==> src/acs_pkg.sv <==
package acs_pkg;

    // ------------------------------------------------------------------
    // Conversion modes
    // ------------------------------------------------------------------
    localparam logic [1:0] MODE_ONE_SHOT = 2'h0;
    localparam logic [1:0] MODE_REPEAT = 2'h1;
    localparam logic [1:0] MODE_SWEEP = 2'h2;
    localparam logic [1:0] MODE_REP_SWEEP = 2'h3;

    // ------------------------------------------------------------------
    // Command nibble codes
    // ------------------------------------------------------------------
    localparam logic [3:0] CMD_CHAN_LAST = 4'h7;
    localparam logic [3:0] CMD_TEST_FIRST = 4'hB;
    localparam logic [3:0] CMD_TEST_LAST = 4'hD;
    localparam logic [3:0] CMD_READ_FIFO = 4'hE;

    // ------------------------------------------------------------------
    // Serial timing, counted in serial clock edges
    // ------------------------------------------------------------------
    localparam logic [4:0] CMD_BITS = 5'h04;
    localparam logic [4:0] SHORT_SAMPLE_CLKS = 5'h0C;
    localparam logic [4:0] LONG_SAMPLE_CLKS = 5'h18;
    localparam logic [4:0] CONV_START_SHORT = CMD_BITS + SHORT_SAMPLE_CLKS;
    localparam logic [4:0] CONV_START_LONG = CMD_BITS + LONG_SAMPLE_CLKS;
    localparam logic [4:0] EDGE_CNT_MAX = 5'h1F;

    // ------------------------------------------------------------------
    // Result and FIFO thresholds (entries held when the interrupt fires)
    // ------------------------------------------------------------------
    localparam int RES_W = 12;
    localparam logic [1:0] TRIG_FULL = 2'h0;
    localparam logic [1:0] TRIG_HALF = 2'h2;
    localparam logic [3:0] THR_FULL = 4'h8;
    localparam logic [3:0] THR_HALF = 4'h6;
    localparam logic [3:0] THR_QUARTER = 4'h4;

    // ------------------------------------------------------------------
    // Sweep sequence codes and lengths
    // ------------------------------------------------------------------
    localparam logic [1:0] SEQ_LINEAR = 2'h0;
    localparam logic [1:0] SEQ_EVEN = 2'h1;
    localparam logic [1:0] SEQ_PAIRS = 2'h2;
    localparam logic [1:0] SEQ_ALT = 2'h3;
    localparam logic [2:0] SEQ_LAST_FULL = 3'h7;
    localparam logic [2:0] SEQ_LAST_ALT = 3'h5;

    // Sequencer states
    typedef enum logic [1:0] {ST_IDLE, ST_ARMED, ST_SAMPLE, ST_CONVERT} acs_state_t;

endpackage : acs_pkg

==> src/acs_adc_conversion_sequencer.sv <==
`timescale 1ns/1ps
module acs_adc_conversion_sequencer
    import acs_pkg::*;
#(
    parameter int NUM_INPUTS = 8,
    parameter int CONV_CYCLES = 64,
    parameter int FIFO_DEPTH = 8
)
(
    // Clock and reset
    input wire logic CLK_I,
    input wire logic RST_B_I,
    // Serial link from the host
    input wire logic SCLK_I,
    input wire logic SDI_I,
    input wire logic CS_B_I,
    input wire logic FRAME_SYNC_IN_I,
    input wire logic SAMPLE_START_N_I,
    output logic SDO_O,
    // Configuration
    input wire logic [1:0] CONV_MODE_I,
    input wire logic [1:0] SWEEP_SEQ_I,
    input wire logic PIN_ROLE_EOC_I,
    input wire logic [1:0] FIFO_TRIG_I,
    input wire logic LONG_SAMPLE_I,
    input wire logic EXT_SAMPLE_I,
    // Analog front end
    input wire logic [RES_W-1:0] ADC_RESULT_I,
    // Status
    output logic EOC_INT_B_O,
    output logic [3:0] MUX_SEL_O,
    output logic SAMPLING_O,
    output logic CONVERTING_O,
    output logic [3:0] FIFO_COUNT_O
);

    // ------------------------------------------------------------------
    // Functions
    // ------------------------------------------------------------------

    // Channel at a sweep position; four-input parts treat code 01 as 00
    function automatic logic [3:0] seq_chan(input logic [1:0] code, input logic [2:0] idx,
                                             input logic four);
        logic [2:0] ch;
        ch = 3'h0;
        case (code)
            SEQ_LINEAR: ch = four ? {1'b0, idx[1:0]} : idx;
            SEQ_EVEN: ch = four ? {1'b0, idx[1:0]} : {idx[1:0], 1'b0};
            SEQ_PAIRS: ch = four ? {1'b0, idx[2:1]} : {idx[2:1], 1'b0};
            default: ch = four ? {2'h0, idx[0]} : {1'b0, idx[0], 1'b0};
        endcase
        return {1'b0, ch};
    endfunction : seq_chan

    // Command nibble decodes as a conversion (channel or test input)
    function automatic logic is_conv(input logic [3:0] cmd);
        return (cmd <= CMD_CHAN_LAST) || (cmd >= CMD_TEST_FIRST && cmd <= CMD_TEST_LAST);
    endfunction : is_conv

    // ------------------------------------------------------------------
    // Input synchronisers and edge detection
    // ------------------------------------------------------------------
    logic [4:0] sync1_reg; // First stage, read only by second stage
    logic [4:0] sync2_reg; // Second stage
    logic [4:0] sync3_reg; // Delayed copy for edges
    logic sclk_rise;
    logic sclk_fall;
    logic cs_fall;
    logic fs_fall;
    logic start_fall;
    logic start_rise;

    // Pins are asynchronous to CLK_I; two flops before any use
    always_ff @(posedge CLK_I or negedge RST_B_I)
    begin
        if (!RST_B_I)
        begin
            // Idle levels: clock and data low, strobes high, so no false edge
            sync1_reg <= 5'h0E;
            sync2_reg <= 5'h0E;
            sync3_reg <= 5'h0E;
        end
        else
        begin
            sync1_reg <= {SDI_I, SAMPLE_START_N_I, FRAME_SYNC_IN_I, CS_B_I, SCLK_I};
            sync2_reg <= sync1_reg;
            sync3_reg <= sync2_reg;
        end
    end

    assign sclk_rise = sync2_reg[0] & ~sync3_reg[0];
    assign sclk_fall = ~sync2_reg[0] & sync3_reg[0];
    assign cs_fall = ~sync2_reg[1] & sync3_reg[1];
    // Frame sync restarts a frame while select stays low
    assign fs_fall = ~sync2_reg[2] & sync3_reg[2] & ~sync2_reg[1];
    assign start_fall = ~sync2_reg[3] & sync3_reg[3];
    assign start_rise = sync2_reg[3] & ~sync3_reg[3];

    // ------------------------------------------------------------------
    // Frame tracking and command shift
    // ------------------------------------------------------------------
    logic frame_start;
    logic [4:0] edge_cnt_reg; // Rising serial edges since frame start
    logic [2:0] cmd_reg; // First command bits
    logic [3:0] cmd_now;
    logic decode_now; // Fourth rising edge of the frame

    assign frame_start = cs_fall | fs_fall;
    // Data goes through the same two stages as the clock, so they stay aligned
    assign cmd_now = {cmd_reg, sync2_reg[4]};
    assign decode_now = sclk_rise && (edge_cnt_reg == CMD_BITS - 5'h01);

    // Edge counter saturates so a long frame cannot wrap into a second decode
    always_ff @(posedge CLK_I or negedge RST_B_I)
    begin
        if (!RST_B_I)
        begin
            edge_cnt_reg <= 5'h00;
            cmd_reg <= 3'h0;
        end
        else if (frame_start)
        begin
            edge_cnt_reg <= 5'h00;
        end
        else if (sclk_rise)
        begin
            if (edge_cnt_reg != EDGE_CNT_MAX)
            begin
                edge_cnt_reg <= edge_cnt_reg + 5'h01;
            end
            if (edge_cnt_reg < CMD_BITS)
            begin
                cmd_reg <= cmd_now[2:0];
            end
        end
    end

    // ------------------------------------------------------------------
    // Mode decoding
    // ------------------------------------------------------------------
    logic four_in;
    logic fifo_mode;
    logic sweep_mode;
    logic [3:0] thr;
    logic [4:0] start_edge;
    logic [2:0] seq_last;

    assign four_in = (NUM_INPUTS == 4);
    assign fifo_mode = (CONV_MODE_I != MODE_ONE_SHOT);
    assign sweep_mode = CONV_MODE_I[1];
    // Trigger level counts only in sweep modes; otherwise the queue fills up
    assign thr = !sweep_mode ? THR_FULL :
                 (FIFO_TRIG_I == TRIG_FULL) ? THR_FULL :
                 (FIFO_TRIG_I <= TRIG_HALF) ? THR_HALF : THR_QUARTER;
    assign start_edge = LONG_SAMPLE_I ? CONV_START_LONG : CONV_START_SHORT;
    assign seq_last = (SWEEP_SEQ_I == SEQ_ALT) ? SEQ_LAST_ALT : SEQ_LAST_FULL;

    // ------------------------------------------------------------------
    // Sequencer state machine
    // ------------------------------------------------------------------
    acs_state_t state_reg;
    logic [$clog2(CONV_CYCLES+1)-1:0] conv_cnt_reg;
    logic [3:0] chan_reg; // Channel on the multiplexer
    logic [2:0] seq_idx_reg; // Sweep position
    logic sweep_halt_reg; // Sweep ended, waits for FIFO drain
    logic int_pend_reg; // Interrupt request outstanding
    logic conv_done;
    logic trig_ok;
    logic read_cmd;
    logic clear_fifo;
    logic [3:0] count_reg;

    assign conv_done = (state_reg == ST_CONVERT) && (conv_cnt_reg == '0);
    // A halted sweep in MODE_SWEEP ignores triggers until the FIFO is read out
    assign trig_ok = !(sweep_mode && !CONV_MODE_I[0] && sweep_halt_reg);
    assign read_cmd = decode_now && (cmd_now == CMD_READ_FIFO);
    // In repeat modes, unread data is dropped by any non-read cycle after the interrupt
    assign clear_fifo = fifo_mode && CONV_MODE_I[0] && int_pend_reg &&
                        ((decode_now && !read_cmd) || (EXT_SAMPLE_I && start_fall));

    // Sampling and conversion control
    always_ff @(posedge CLK_I or negedge RST_B_I)
    begin
        if (!RST_B_I)
        begin
            state_reg <= ST_IDLE;
            conv_cnt_reg <= '0;
            chan_reg <= 4'h0;
        end
        else
        begin
            case (state_reg)
                ST_IDLE:
                begin
                    // A conversion command (only arms with external sampling), or a start pin fall with external sampling in FIFO modes, starts a sample
                    if (decode_now && is_conv(cmd_now) && trig_ok)
                    begin
                        chan_reg <= sweep_mode ? seq_chan(SWEEP_SEQ_I, seq_idx_reg, four_in)
                                               : cmd_now;
                        state_reg <= EXT_SAMPLE_I ? ST_ARMED : ST_SAMPLE;
                    end
                    else if (EXT_SAMPLE_I && fifo_mode && start_fall && trig_ok)
                    begin
                        if (sweep_mode)
                        begin
                            chan_reg <= seq_chan(SWEEP_SEQ_I, seq_idx_reg, four_in);
                        end
                        state_reg <= ST_SAMPLE;
                    end
                end
                ST_ARMED:
                begin
                    // Channel chosen; the start pin opens the window
                    if (start_fall)
                    begin
                        state_reg <= ST_SAMPLE;
                    end
                end
                ST_SAMPLE:
                begin
                    if (EXT_SAMPLE_I ? start_rise :
                        (sclk_rise && edge_cnt_reg == start_edge - 5'h01))
                    begin
                        conv_cnt_reg <= ($clog2(CONV_CYCLES+1))'(CONV_CYCLES - 1);
                        state_reg <= ST_CONVERT;
                    end
                end
                ST_CONVERT:
                begin
                    // Fixed internal conversion time
                    if (conv_cnt_reg == '0)
                    begin
                        state_reg <= ST_IDLE;
                    end
                    else
                    begin
                        conv_cnt_reg <= conv_cnt_reg - 1'b1;
                    end
                end
                default:
                begin
                    state_reg <= ST_IDLE;
                end
            endcase
        end
    end

    // ------------------------------------------------------------------
    // Result FIFO and output buffer
    // ------------------------------------------------------------------
    logic [RES_W-1:0] fifo_mem [FIFO_DEPTH];
    logic [2:0] rd_ptr_reg;
    logic [2:0] wr_ptr_reg;
    logic [RES_W-1:0] out_reg; // One-shot result, FIFO bypassed
    logic push;

    assign push = conv_done && fifo_mode && (count_reg < 4'(FIFO_DEPTH));

    // Clear wins over a pop; a push in the same cycle lands after the clear
    always_ff @(posedge CLK_I or negedge RST_B_I)
    begin
        if (!RST_B_I)
        begin
            rd_ptr_reg <= 3'h0;
            wr_ptr_reg <= 3'h0;
            count_reg <= 4'h0;
            out_reg <= '0;
        end
        else
        begin
            if (conv_done && !fifo_mode)
            begin
                out_reg <= ADC_RESULT_I;
            end
            if (clear_fifo)
            begin
                rd_ptr_reg <= 3'h0;
                wr_ptr_reg <= push ? 3'h1 : 3'h0;
                count_reg <= push ? 4'h1 : 4'h0;
            end
            else
            begin
                if (push)
                begin
                    wr_ptr_reg <= wr_ptr_reg + 3'h1;
                end
                if (read_cmd && count_reg != 4'h0)
                begin
                    rd_ptr_reg <= rd_ptr_reg + 3'h1;
                end
                count_reg <= count_reg + {3'h0, push} -
                             {3'h0, read_cmd && count_reg != 4'h0};
            end
        end
    end

    // Storage has no reset; only valid entries are ever read
    always_ff @(posedge CLK_I)
    begin
        if (push)
        begin
            fifo_mem[clear_fifo ? 3'h0 : wr_ptr_reg] <= ADC_RESULT_I;
        end
    end

    // ------------------------------------------------------------------
    // Sweep position and halt
    // ------------------------------------------------------------------
    always_ff @(posedge CLK_I or negedge RST_B_I)
    begin
        if (!RST_B_I)
        begin
            seq_idx_reg <= 3'h0;
            sweep_halt_reg <= 1'b0;
        end
        else if (!sweep_mode || clear_fifo || (sweep_halt_reg && count_reg == 4'h0))
        begin
            // New sweep once the host has drained the FIFO
            seq_idx_reg <= 3'h0;
            sweep_halt_reg <= 1'b0;
        end
        else if (conv_done)
        begin
            seq_idx_reg <= (seq_idx_reg == seq_last) ? 3'h0 : seq_idx_reg + 3'h1;
            if (seq_idx_reg == seq_last || count_reg + 4'h1 >= thr)
            begin
                sweep_halt_reg <= 1'b1;
            end
        end
    end

    // ------------------------------------------------------------------
    // Interrupt request
    // ------------------------------------------------------------------
    logic int_set;
    logic int_clr;

    assign int_set = conv_done && (fifo_mode ? (count_reg + 4'h1 == thr) : 1'b1);
    assign int_clr = fifo_mode ? (decode_now && int_pend_reg) : frame_start;

    // Set wins over a clear in the same cycle
    always_ff @(posedge CLK_I or negedge RST_B_I)
    begin
        if (!RST_B_I)
        begin
            int_pend_reg <= 1'b0;
        end
        else if (int_set)
        begin
            int_pend_reg <= 1'b1;
        end
        else if (int_clr)
        begin
            int_pend_reg <= 1'b0;
        end
    end

    // ------------------------------------------------------------------
    // Serial data output
    // ------------------------------------------------------------------
    logic [15:0] sh_reg;

    // Oldest queued result (or the one-shot result) is loaded at frame start, MSB first on falling edges
    always_ff @(posedge CLK_I or negedge RST_B_I)
    begin
        if (!RST_B_I)
        begin
            sh_reg <= 16'h0000;
            SDO_O <= 1'b0;
        end
        else if (frame_start)
        begin
            sh_reg <= {(fifo_mode && count_reg != 4'h0) ? fifo_mem[rd_ptr_reg] : out_reg,
                       4'h0};
            SDO_O <= (fifo_mode && count_reg != 4'h0) ? fifo_mem[rd_ptr_reg][RES_W-1]
                                                       : out_reg[RES_W-1];
        end
        else if (sclk_fall && !sync2_reg[1])
        begin
            sh_reg <= {sh_reg[14:0], 1'b0};
            SDO_O <= sh_reg[14];
        end
    end

    // ------------------------------------------------------------------
    // Status outputs, all registered
    // ------------------------------------------------------------------
    always_ff @(posedge CLK_I or negedge RST_B_I)
    begin
        if (!RST_B_I)
        begin
            EOC_INT_B_O <= 1'b1;
            MUX_SEL_O <= 4'h0;
            SAMPLING_O <= 1'b0;
            CONVERTING_O <= 1'b0;
            FIFO_COUNT_O <= 4'h0;
        end
        else
        begin
            // End-of-conversion role only works in one-shot mode
            EOC_INT_B_O <= (PIN_ROLE_EOC_I && !fifo_mode) ? (state_reg != ST_CONVERT)
                                                          : !int_pend_reg;
            MUX_SEL_O <= chan_reg;
            SAMPLING_O <= (state_reg == ST_SAMPLE);
            CONVERTING_O <= (state_reg == ST_CONVERT);
            FIFO_COUNT_O <= count_reg;
        end
    end

endmodule : acs_adc_conversion_sequencer

==> config.mk <==
export PLATFORM = sky130hd
export DESIGN_NAME = acs_adc_conversion_sequencer
export DESIGN_NICKNAME = d
export VERILOG_FILES = /design/src/acs_pkg.sv /design/src/acs_adc_conversion_sequencer.sv
export SDC_FILE = /design/constraint.sdc
export NUM_CORES = 1
export LEC_CHECK = 0
export BUFFER_PORTS_ARGS = -buffer_cell sky130_fd_sc_hd__clkbuf_2
export CORE_ASPECT_RATIO = 0.9
export CORE_MARGIN = 2
export CORE_UTILIZATION = 44
export CTS_CLUSTER_SIZE = 30
export DETAILED_ROUTE_END_ITERATION = 10
export GPL_ROUTABILITY_DRIVEN = 1
export PLACE_DENSITY = 0.62
export SYNTH_ARGS = -nofsm -noshare
export SYNTH_HDL_FRONTEND = slang
export SYNTH_SLANG_ARGS = --single-unit
==> constraint.sdc <==
create_clock -name CLK_I -period 6.3 [get_ports CLK_I]
set_clock_uncertainty 0.15 [all_clocks]
set_input_delay 0.315 -clock CLK_I [delete_from_list [all_inputs] [get_ports CLK_I]]
set_output_delay 0.315 -clock CLK_I [all_outputs]
set_load 0.005 [all_outputs]
## After elaboration in Yosys (flattened, before gate mapping)

Memories as Yosys holds them, arrays and structs flattened.
Cells that the tools add are included.

| storage, ports and cells | value |
|---|---|
| flip-flop bits (word level) | 89 |
| bits in writable memories | 96 |
| input bits | 28 |
| output and inout bits | 12 |
| logic and storage cells | 186 |
| memories kept | 1 |

| cells by class | value |
|---|---|
| add/subtract/negate cells | 9 |
| magnitude comparators | 7 |
| equal/unequal tests | 18 |
| multiplexer cells | 51 |
| bitwise logic cells | 15 |
| reductions and logical operators | 63 |

Memories:

| memory | words | width | rd ports | clocked after memory_dff | wr ports | line | RTL |
|---|---|---|---|---|---|---|---|
| fifo_mem | 8 | 12 | 1 | 0 | 1 | acs_adc_conversion_sequencer.sv:251 | `logic [RES_W-1:0] fifo_mem [FIFO_DEPTH];` |

Operators with widths:

| kind | number |
|---|---|
| $mux W4 | 8 |
| $mux W15 | 2 |
| $logic_and A1 B1 Y1 | 27 |
| $mux W3 | 8 |
| $reduce_bool A2 Y1 | 12 |
| $mux W1 | 16 |
| $mux W2 | 8 |
| $mux W5 | 3 |
| $mux W7 | 2 |
| $pmux W7 S2 | 1 |
| $mux W11 | 1 |
| $ne A2 B2 Y1 const B | 5 |
| $add A3 B1 Y3 const B | 3 |
| $pmux W3 S3 | 1 |
| $reduce_and A3 Y1 | 3 |
| $eq A2 B2 Y1 const B | 4 |
| $pmux W2 S4 | 1 |
| $and A1 B1 Y1 | 7 |
| $logic_not A1 Y1 | 7 |
| $logic_not A7 Y1 | 1 |
| $not A1 Y1 | 7 |
| $sub A7 B1 Y7 const B | 1 |
| $logic_not A2 Y1 | 3 |
| $add A5 B1 Y5 const B | 1 |
| other kinds (25) | 31 |

## Depth between registers and ports, before layout

Gate-level depths: netlist of the first run.

| depth | value |
|---|---|
| depth after elaboration | 12 |
| depth in mapped cells | 13 |
| depth with buffers taken out | 12 |

## Worst setup path after synthesis of the first run

Ideal clock, no wire load.

| path | value |
|---|---|
| path type | register to register |
| from | register conv_cnt_reg[0] |
| to | memory fifo_mem[1][0] (enable) |
| setup time | 0.396 ns |
| data arrival time | 2.854 ns |
| required time | 5.754 ns |
| path slack | 2.900 ns |
| cell stages (with the launch flop) | 9 |
| buffers on the path | 1 |
| period minus slack after synthesis | 3.400 ns |
| path through | dfrtp_1 > inv_1 > ha_1 > nor4b_2 > nand3_2 > or3_1 > buf_2 > or3b_1 > nor3_1 |

| between the ends | value |
|---|---|
| word-level cells in the longest chain between the ends | 6 |

Ends and longest elaborated chain:

| item | line | RTL |
|---|---|---|
| start: declaration | acs_adc_conversion_sequencer.sv:162 | `logic [$clog2(CONV_CYCLES+1)-1:0] conv_cnt_reg;` |
| start signal: assignment | acs_adc_conversion_sequencer.sv:224 | `conv_cnt_reg <= ($clog2(CONV_CYCLES+1))'(CONV_CYCLES - 1);` |
| start signal: assignment | acs_adc_conversion_sequencer.sv:237 | `conv_cnt_reg <= conv_cnt_reg - 1'b1;` |
| $logic_not A7 Y1 | acs_adc_conversion_sequencer.sv:173 | `assign conv_done = (state_reg == ST_CONVERT) && (conv_cnt_reg == '0);` |
| $logic_and A1 B1 Y1 | acs_adc_conversion_sequencer.sv:173 |  |
| $logic_and A1 B1 Y1 (2 in a row) | acs_adc_conversion_sequencer.sv:257 | `assign push = conv_done && fifo_mode && (count_reg < 4'(FIFO_DEPTH));` |
| $mux W1 | acs_adc_conversion_sequencer.sv:300 | `if (push)` |
| $mux W1 | acs_adc_conversion_sequencer.sv:302 | `fifo_mem[clear_fifo ? 3'h0 : wr_ptr_reg] <= ADC_RESULT_I;` |
| end: declaration | acs_adc_conversion_sequencer.sv:251 |  |

No other way between the ends.

## Final worst setup path of the first run

| path | value |
|---|---|
| from | register conv_cnt_reg[0] |
| to | memory fifo_mem[3][9] (enable) |

The elaborated chain is that of the path after synthesis.

==> impl_metrics.env, run 1 <==
export IMPL_status="finished, final reports clean"
export IMPL_fin_ws_ns=2.67
export IMPL_clockPowerShare=0.356
export IMPL_p_per_area_nw_per_um2=329
export IMPL_fmax_ghz=0.275
export IMPL_cp_max_fo=12
export IMPL_antenna_cells=0
export IMPL_die_h_um=130
export IMPL_comb_power_share=0.167
export IMPL_initial_core_util=0.446
export IMPL_cp_cell_sequence="inv_1 > ha_1 > nor4b_2 > nand3_2 > or3_1 > or3b_1 > nor2_1"
export IMPL_drt_iter0_drc=362
export IMPL_drcViolationCount=0
export IMPL_cts_tree="yes"
export IMPL_muxShareOfSynthArea=0.125
export IMPL_synth_seq_cells=181
export IMPL_pin_count=40
export IMPL_tns_ns=0
export IMPL_synth_compound_area_frac=0.0704
export IMPL_synth_top_area_frac=0.370
export IMPL_synth_edf_count=96
export IMPL_postCtsResizedCells=0
export IMPL_yosysUniqueCellTypes=56
export IMPL_cp_top_family="simple AND/OR/NAND/NOR gates"
export IMPL_grt_pass1_vias=4476
export IMPL_slew_headroom=0.222
export IMPL_holdWs_ns=0.0676
export IMPL_worst_pin_slew_ns=1.16
export IMPL_nets=634
export IMPL_switching_share=0.277
export IMPL_drt_total_wl_um=15200
export IMPL_cts_setup_buffers=0
export IMPL_critical_path_slowest_cell="nor2_1"
export IMPL_synth_area_top_cells="edfxtp_1 37%, dfrtp_1 24%, mux4_2 6.9%, ha_1 3.7%, dfstp_2 3.4%"
export IMPL_hold_viol_final=0
export IMPL_portBuffers=39
export IMPL_synth_nets=582
export IMPL_viasPerCell=5.36
export IMPL_synth_top_family_by_area="multiplexers"
export IMPL_synth_xor_area_frac=0.0124
export IMPL_ys_async_sr_fraction=0.470
export IMPL_antenna_found_initial=0
export IMPL_yosysWarnings=0
export IMPL_drive_above_1_share=0.239
export IMPL_multi_input_area_um2=2630
export IMPL_startpoint_type="flop"
export IMPL_grtUsageTotal=0.174
export IMPL_leakagePower_nw=3.46
export IMPL_cts_max_level=4
export IMPL_syn_to_final_growth_pct=14.3
export IMPL_crit_arrival_ns=3.53
export IMPL_globalplace_congestion=0.779
export IMPL_cts_buffers_inserted=17
export IMPL_cts_root_buf="clkbuf_16"
export IMPL_drv_slew=0
export IMPL_min_delay_path_class="in -> reg"
export IMPL_grt_pass1_wl_um=24300
export IMPL_syn_inst=530
export IMPL_clockBufferDepth=2
export IMPL_synth_most_common_cell="edfxtp_1"
export IMPL_coreArea_um2=17500
export IMPL_setup_viol=0
export IMPL_avgSynthCellArea_um2=14.7
export IMPL_path_clk_slew_ns=0.07
export IMPL_syn_cell_area_um2=7800
export IMPL_antenna_left=0
export IMPL_grt_max_degree=86
export IMPL_crit_required_ns=6.19
export IMPL_fillCellCount=1479
export IMPL_clock_latency_ns=0.43
export IMPL_rrSetupSlack_ns=2.67
export IMPL_ys_seq_area_frac=0.644
export IMPL_pre_cts_slack_ns=2.59
export IMPL_ir_drop_mv=0.170
export IMPL_dr_pass1_iters=6
export IMPL_rsz0062_at_grt="false"
export IMPL_via_count=4477
export IMPL_yosys_most_used_dff="edfxtp_1"
export IMPL_largest_reg_flops=96
export IMPL_period_needed_ns=3.63
export IMPL_p_switching_uw=812
export IMPL_critical_path_endpoint_type="flop"
export IMPL_max_stage_delay_ns=0.83
export IMPL_pwr_share_seq=0.478
export IMPL_cts_sinks=181
export IMPL_finalCritPeriodShare=0.577
export IMPL_yosys_area_share_simple=0.0900
export IMPL_p_int_mw=2.12
export IMPL_critical_path_buf_inv_count=1
export IMPL_postLayoutCoreUtil=0.510
export IMPL_grt_overflow_total=0
export IMPL_die_w_um=144
export IMPL_fp_row_count=46
export IMPL_synth_adder_area_share=0.0395
export IMPL_critPathKind="reg -> reg"
export IMPL_seq_area_um2=5020
export IMPL_yosys_top_cells_count="96 x edfxtp_1, 75 x dfrtp_1, 35 x nor2_1"
export IMPL_yosysTopAreaCell="edfxtp_1"
export IMPL_maxCapViolCount=0
export IMPL_wl_per_cell_um=18.2
export IMPL_die_area_um2=18800
export IMPL_hpwl_um=10400
[cells by family (layout without fill, tap and decap cells)]
family | count (synthesis) | after routing
buffers and inverters | 38 | 103
and+or+nand+nor | 134 | 134
muxes | 64 | 64
AOI/OAI and AO/OA | 78 | 78
adders and majority gates | 24 | 24
xor gates and xnor gates | 11 | 11
DFF | 181 | 181
[per-layer routing]
layer,global-route usage,wire length [um]
met1,0.251,7420
met2,0.262,7090
met3,0.0433,523
met4,0.0554,184
met5,0,0
[area by class of cell]
class,count,share of cell area
sequential,181,0.563
multi-input combinational,311,0.295
clock buffer,17,0.0477
tap,240,0.0337
timing repair buffer,50,0.0334
clock inverter,15,0.0180
inverter,21,0.00884
[cell usage in the layout (no fill, tap or decap), types with 6 or more instances in the layout]
cell type      count
a211oi_1           6
a21oi_1           11
clkbuf_16         17
clkbuf_2          38
dfrtp_1           75
dfstp_2           10
dlygate4sd3_1      7
edfxtp_1          96
ha_1              23
inv_1             21
mux2_2            23
mux2i_1           16
mux4_2            24
nand2_1           28
nand2b_1           6
nand3_1           18
nand3b_1           6
nor2_1            35
nor2b_1           11
o2111ai_1          6
o21ai_0           22
o22ai_1           10
xor2_1             6
[power by group through the flow]
stage / sequential (mW) / clock [mW] / combinational [mW]
final: 1.40 / 1.04 / 0.489
after global routing: 1.41 / 1.12 / 0.550
after CTS: 1.40 / 1.07 / 0.497
after detailed placement: 1.43 / 0 / 0.491
after global placement: 1.42 / 0 / 0.483
after floorplan: 1.40 / 0 / 0.363
[path summary, 6_finish.rpt]
check,start,to,depth (start not counted)
max,conv_cnt_reg[0],fifo_mem[3][9],7
min,ADC_RESULT_I[4],fifo_mem[6][4],1
max reg2reg,conv_cnt_reg[0],fifo_mem[3][9],7
min reg2reg,sync1_reg[1],sync2_reg[1],0
max in group asynchronous,RST_B_I,cmd_reg[1],2
min in group asynchronous,RST_B_I,CONVERTING_O,2
[timing repair]
item / CTS / global route
hold endpoints to repair: 81 / 0
hold buffers: 7 / 0
endpoints found under the setup margin: 0 / 0
[worst register-to-register path, cell delays in order (launching register included)]
cell	delay, ns
dfrtp_1	0.42
inv_1	0.12
ha_1	0.16
nor4b_2	0.26
nand3_2	0.25
or3_1	0.59
or3b_1	0.47
nor2_1	0.83
[per-stage QoR]
stage                     instances  power, mW  area (um2)
after floorplan                 530       1.77        7800
after global placement          796       1.91        8260
after detailed placement        796       1.92        8260
after CTS                       835       2.97        8910
after global routing            835       3.08        8910
final                           835       2.93        8910
(Power assumes the default switching activity.)
==> inputs of run 2 (changes only) <==
- clock period: 6.3 -> 3.4 ns (I/O delays scaled with it)
==> run 2 against run 1 <==
  * Clock power rose by 92%
  * Wire length rose by 1.3%
  * First-iteration DRC count shrank 6.4%
  * Total power rose by 89%
  * Largest power group unchanged
==> impl_metrics.env, run 2 (synthesis gave the netlist of run 1 again) <==
export IMPL_status="finished, final reports clean"
export IMPL_hold_viol_final=0
export IMPL_p_per_area_nw_per_um2=602
export IMPL_critical_path_endpoint="fifo_mem[5][0]"
export IMPL_mostFrequentLayoutCell="edfxtp_1"
export IMPL_cts_buffers_inserted=17
export IMPL_grt_overflow_total=0
export IMPL_finalCritPeriodShare=0.854
export IMPL_ir_drop_mv=0.348
export IMPL_setup_viol=0
export IMPL_postCtsResizedCells=0
export IMPL_fmax_ghz=0.344
export IMPL_antenna_cells=0
export IMPL_grtUsageTotal=0.181
export IMPL_fin_ws_ns=0.495
export IMPL_worstRegToRegCells=9
export IMPL_final_cell_mix="96 x edfxtp_1, 75 x dfrtp_1, 38 x clkbuf_2"
export IMPL_crit_required_ns=3.38
export IMPL_fp_row_count=46
export IMPL_postLayoutCoreUtil=0.526
export IMPL_grt_pass1_wl_um=25300
export IMPL_dr_pass1_iters=4
export IMPL_cts_tree="yes"
export IMPL_grt_max_degree=86
export IMPL_cp_max_fo=12
export IMPL_die_w_um=144
export IMPL_tns_ns=0
export IMPL_die_area_um2=18800
export IMPL_reg2reg_to="fifo_mem[5][0]"
export IMPL_cts_sinks=181
export IMPL_clockBufferDepth=2
export IMPL_hold_depth=4
export IMPL_worstReg2RegStart="conv_cnt_reg[0]"
export IMPL_startpoint_type="flop"
export IMPL_via_count=4533
export IMPL_crit_path_start="conv_cnt_reg[0]"
export IMPL_grt_pass1_vias=4723
export IMPL_pre_cts_slack_ns=0.498
export IMPL_cts_root_buf="clkbuf_16"
export IMPL_cts_max_level=4
export IMPL_drcViolationCount=0
export IMPL_hpwl_um=10700
export IMPL_initial_core_util=0.446
export IMPL_stdcell_count=863
export IMPL_nets=662
export IMPL_path_clk_slew_ns=0.07
export IMPL_portBuffers=39
export IMPL_post_place_cells=811
export IMPL_drive_above_1_share=0.254
export IMPL_rrSetupSlack_ns=0.49
export IMPL_rsz0062_at_grt="false"
export IMPL_largest_reg_flops=96
export IMPL_maxCapViolCount=0
export IMPL_leakagePower_nw=3.62
export IMPL_antenna_left=0
export IMPL_drt_total_wl_um=15400
export IMPL_viasPerCell=5.25
export IMPL_coreArea_um2=17500
export IMPL_syn_to_final_growth_pct=17.9
export IMPL_die_h_um=130
export IMPL_drv_slew=0
export IMPL_pin_count=40
export IMPL_min_delay_path_class="in -> reg"
export IMPL_power_mw=5.54
export IMPL_period_needed_ns=2.91
export IMPL_antenna_found_initial=0
export IMPL_drt_iter0_drc=339
export IMPL_critPathKind="reg -> reg"
export IMPL_wl_per_cell_um=17.9
export IMPL_crit_arrival_ns=2.89
export IMPL_critical_path_endpoint_type="flop"
export IMPL_globalplace_congestion=0.808
export IMPL_clock_latency_ns=0.43
export IMPL_slew_headroom=0.272
export IMPL_worst_pin_slew_ns=1.09
==> run 2: cell count changes in the layout (fill, tap and decap cells not counted) <==
cell,before,now
nor3_2,0,1
clkinv_8,1,4
nor3_1,4,3
dlygate4sd3_1,7,20
buf_4,5,20
inv_6,4,3
clkbuf_8,0,1
clkinv_2,1,0
inv_8,3,4
clkinvlp_4,3,0
==> run 2: worst max-delay path, stage by stage (launching register included) <==
cell,delay (ns)
dfrtp_1,0.42
inv_1,0.11
ha_1,0.15
nor4b_2,0.26
nand3_2,0.13
or3_1,0.41
buf_4,0.19
or3b_1,0.42
nor2_1,0.15
buf_4,0.22
==> run 2: how the worst min path moves through the flow <==
stage                                 from           end  slack, ns
after floorplan                    RST_B_I  CONVERTING_O      -0.28
after CTS                     EXT_SAMPLE_I  state_reg[1]       0.04
after global placement    SAMPLE_START_N_I  sync1_reg[3]       0.11
final                         EXT_SAMPLE_I  state_reg[1]       0.06
after detailed placement  SAMPLE_START_N_I  sync1_reg[3]       0.11
after global routing          EXT_SAMPLE_I  state_reg[1]        0.1
==> run 2: timing repair <==
action,4_1_cts,5_1_grt
setup buffers,0,0
hold buffers,20,0
endpoints found under the hold margin,187,0
endpoints found under the setup margin,0,0
==> run 2: power breakdown <==
group	total [mW]	internal, mW	switching [mW]
registers	2.60	2.46	0.139
logic	0.930	0.446	0.484
clock network	2.00	1.08	0.922
total	5.54	3.99	1.55
==> run 2: area by class of cell <==
cell class,instances,area (um2)
Timing Repair Buffer,78,541
Multi-Input combinational cell,311,2640
Fill cell,1447,8300
Clock buffer,18,439
Clock inverter,14,184
Tap cell,240,300
Inverter,21,78.8
Sequential cell,181,5020
==> run 2: through the flow <==
step	area (um2)	hold slack [ns]
floorplan	7800	-0.276
global placement	8380	0.107
detailed placement	8380	0.110
CTS	9200	0.0444
global route	9200	0.0958
finish	9200	0.0646
==> run 2: per-layer routing <==
| metal | track usage | wire, um | vias to the layer above |
|---|---|---|---|
| met1 | 0.249 | 7300 | 2295 |
| met3 | 0.0426 | 534 | 10 |
| met4 | 0.0537 | 150 | 0 |
| li1 | - | - | 2156 |
| met5 | 0 | 0 | - |
| met2 | 0.289 | 7430 | 72 |
==> inputs of run 3 (changes only) <==
- RECOVER_POWER: not set -> 50
==> run 3 against run 2 <==
  * The flow now finishes with violations (capacitance limit, slew limit)
  * Largest cell class unchanged
  * Sequential share of layout area is 0.20 points higher
  * Setup slack got worse by 0.0033 ns
  * Via count fell by 0.22%
  * Worst hold slack is essentially flat
==> impl_metrics.env, run 3 (synthesis gave the netlist of run 1 again) <==
export IMPL_cts_tree="yes"
export IMPL_rrSetupSlack_ns=0.49
export IMPL_period_needed_ns=2.91
export IMPL_leakagePower_nw=3.54
export IMPL_antenna_found_initial=0
export IMPL_switching_share=0.280
export IMPL_nets=662
export IMPL_grt_overflow_total=0
export IMPL_rsz0062_at_grt="false"
export IMPL_crit_path_start="conv_cnt_reg[0]"
export IMPL_cp_top_family="simple AND/OR/NAND/NOR gates"
export IMPL_grt_pass1_wl_um=25300
export IMPL_clock_latency_ns=0.43
export IMPL_path_clk_slew_ns=0.07
export IMPL_pwr_share_seq=0.471
export IMPL_reg2reg_to="fifo_mem[5][0]"
export IMPL_crit_arrival_ns=2.89
export IMPL_status="complete, but fails checks"
export IMPL_dr_wl_met2_um=7340
export IMPL_globalplace_congestion=0.808
export IMPL_grtUsageTotal=0.181
export IMPL_antenna_cells=0
export IMPL_p_per_area_nw_per_um2=602
export IMPL_final_cell_mix="96 x edfxtp_1, 75 x dfrtp_1, 35 x nor2_1"
export IMPL_p_switching_mw=1.54
export IMPL_dr_pass1_iters=4
export IMPL_fmax_ghz=0.344
export IMPL_power_mw=5.52
export IMPL_ir_drop_mv=0.348
export IMPL_clockBufferDepth=2
export IMPL_cp_cell_sequence="inv_1 > ha_1 > nor4b_2 > nand3_2 > or3_1 > buf_4 > or3b_1 > nor2_1 > buf_4"
export IMPL_finish_instance_area_um2=9170
export IMPL_drcViolationCount=0
export IMPL_die_area_um2=18800
export IMPL_path_depth=9
export IMPL_critical_path_buf_inv_count=3
export IMPL_startpoint_type="flop"
export IMPL_slew_headroom=-0.420
export IMPL_portBuffers=39
export IMPL_initial_core_util=0.446
export IMPL_maxCapViolCount=1
export IMPL_critical_path_endpoint_type="flop"
export IMPL_worstRegToRegCells=9
export IMPL_cts_buffers_inserted=17
export IMPL_worstReg2RegStart="conv_cnt_reg[0]"
export IMPL_finalCritPeriodShare=0.855
export IMPL_mostFrequentLayoutCell="edfxtp_1"
export IMPL_dpl_cell_area_um2=8380
export IMPL_cts_sinks=181
export IMPL_critPathKind="reg -> reg"
export IMPL_critical_path_slowest_cell="dfrtp_1"
export IMPL_cts_max_level=4
export IMPL_clockPowerShare=0.363
export IMPL_drt_total_wl_um=15400
export IMPL_hold_viol_final=0
export IMPL_drv_slew=86
export IMPL_die_w_um=144
export IMPL_largest_reg_flops=96
export IMPL_worst_pin_slew_ns=2.13
export IMPL_crit_required_ns=3.38
export IMPL_cts_setup_buffers=0
export IMPL_antenna_left=0
export IMPL_top_layer="met4"
export IMPL_crit_top_cell="buf_4"
export IMPL_setup_viol=0
export IMPL_critical_path_endpoint="fifo_mem[5][0]"
export IMPL_coreArea_um2=17500
export IMPL_max_stage_delay_ns=0.42
export IMPL_hpwl_um=10700
export IMPL_via_count=4523
export IMPL_syn_to_final_growth_pct=17.5
export IMPL_postCtsResizedCells=0
export IMPL_routed_wl_met3_um=697
export IMPL_wl_per_cell_um=17.8
export IMPL_die_h_um=130
export IMPL_drt_iter0_drc=352
export IMPL_comb_power_share=0.166
export IMPL_grt_max_degree=86
export IMPL_cp_max_fo=12
export IMPL_drt_met1_wl_um=7210
export IMPL_cts_root_buf="clkbuf_16"
export IMPL_viasPerCell=5.24
export IMPL_tns_ns=0
export IMPL_drive_above_1_share=0.210
export IMPL_grt_pass1_vias=4723
export IMPL_p_int_mw=3.98
export IMPL_fp_row_count=46
export IMPL_min_delay_path_class="in -> reg"
export IMPL_violations="capacitance limit, slew limit"
export IMPL_pin_count=40
run 3: metrics by stage:
stage | hold slack, ns | setup slack [ns] | std cells | utilization
floorplan | -0.276 | 0.319 | 530 | -
global placement | 0.107 | 0.556 | 811 | 0.479
detailed placement | 0.110 | 0.498 | 811 | 0.479
CTS | 0.0444 | 0.487 | 863 | 0.526
global route | 0.0958 | 0.280 | 863 | 0.524
finish | 0.0649 | 0.492 | 863 | 0.524
run 3: timing repair:
item	CTS	global route
endpoints found under the setup margin	0	0
hold endpoints to repair	187	0
hold buffers	20	0
run 3: metal layers:
layer  GRT usage  vias to the layer above
li1            -                     2154
met1       0.249                     2272
met2       0.289                       87
met3      0.0426                       10
met4      0.0537                        0
met5           0                        -
run 3: worst min path at each step:
stage / depth (start not counted) / startpoint / slack (ns) / to
finish: 4 / EXT_SAMPLE_I / 0.06 / state_reg[1]
global route: 4 / EXT_SAMPLE_I / 0.1 / state_reg[1]
CTS: 4 / EXT_SAMPLE_I / 0.04 / state_reg[1]
detailed placement: 1 / SAMPLE_START_N_I / 0.11 / sync1_reg[3]
global placement: 1 / SAMPLE_START_N_I / 0.11 / sync1_reg[3]
floorplan: 0 / RST_B_I / -0.28 / CONVERTING_O
run 3: tightest hold or removal path, cell delays in order:
cell	delay (ns)
clkbuf_2	0.13
nand3_1	0.11
o22ai_1	0.07
mux2i_1	0.12
run 3: final cells by class:
| cell class | instances | area (um2) |
|---|---|---|
| multi-input combinational | 311 | 2640 |
| clock buffer | 18 | 439 |
| inverter | 21 | 78.8 |
| fill | 1465 | 8330 |
| tap | 240 | 300 |
| timing repair buffer | 78 | 507 |
| sequential | 181 | 5020 |
| clock inverter | 14 | 184 |
run 3: power groups by stage:
| stage | Combinational, mW | Sequential, mW | Clock, mW |
|---|---|---|---|
| final | 0.915 | 2.60 | 2.00 |
| after global routing | 1.03 | 2.63 | 2.15 |
| after CTS | 0.941 | 2.60 | 2.05 |
| after detailed placement | 0.917 | 2.65 | 0 |
| after global placement | 0.895 | 2.64 | 0 |
| after floorplan | 0.672 | 2.60 | 0 |
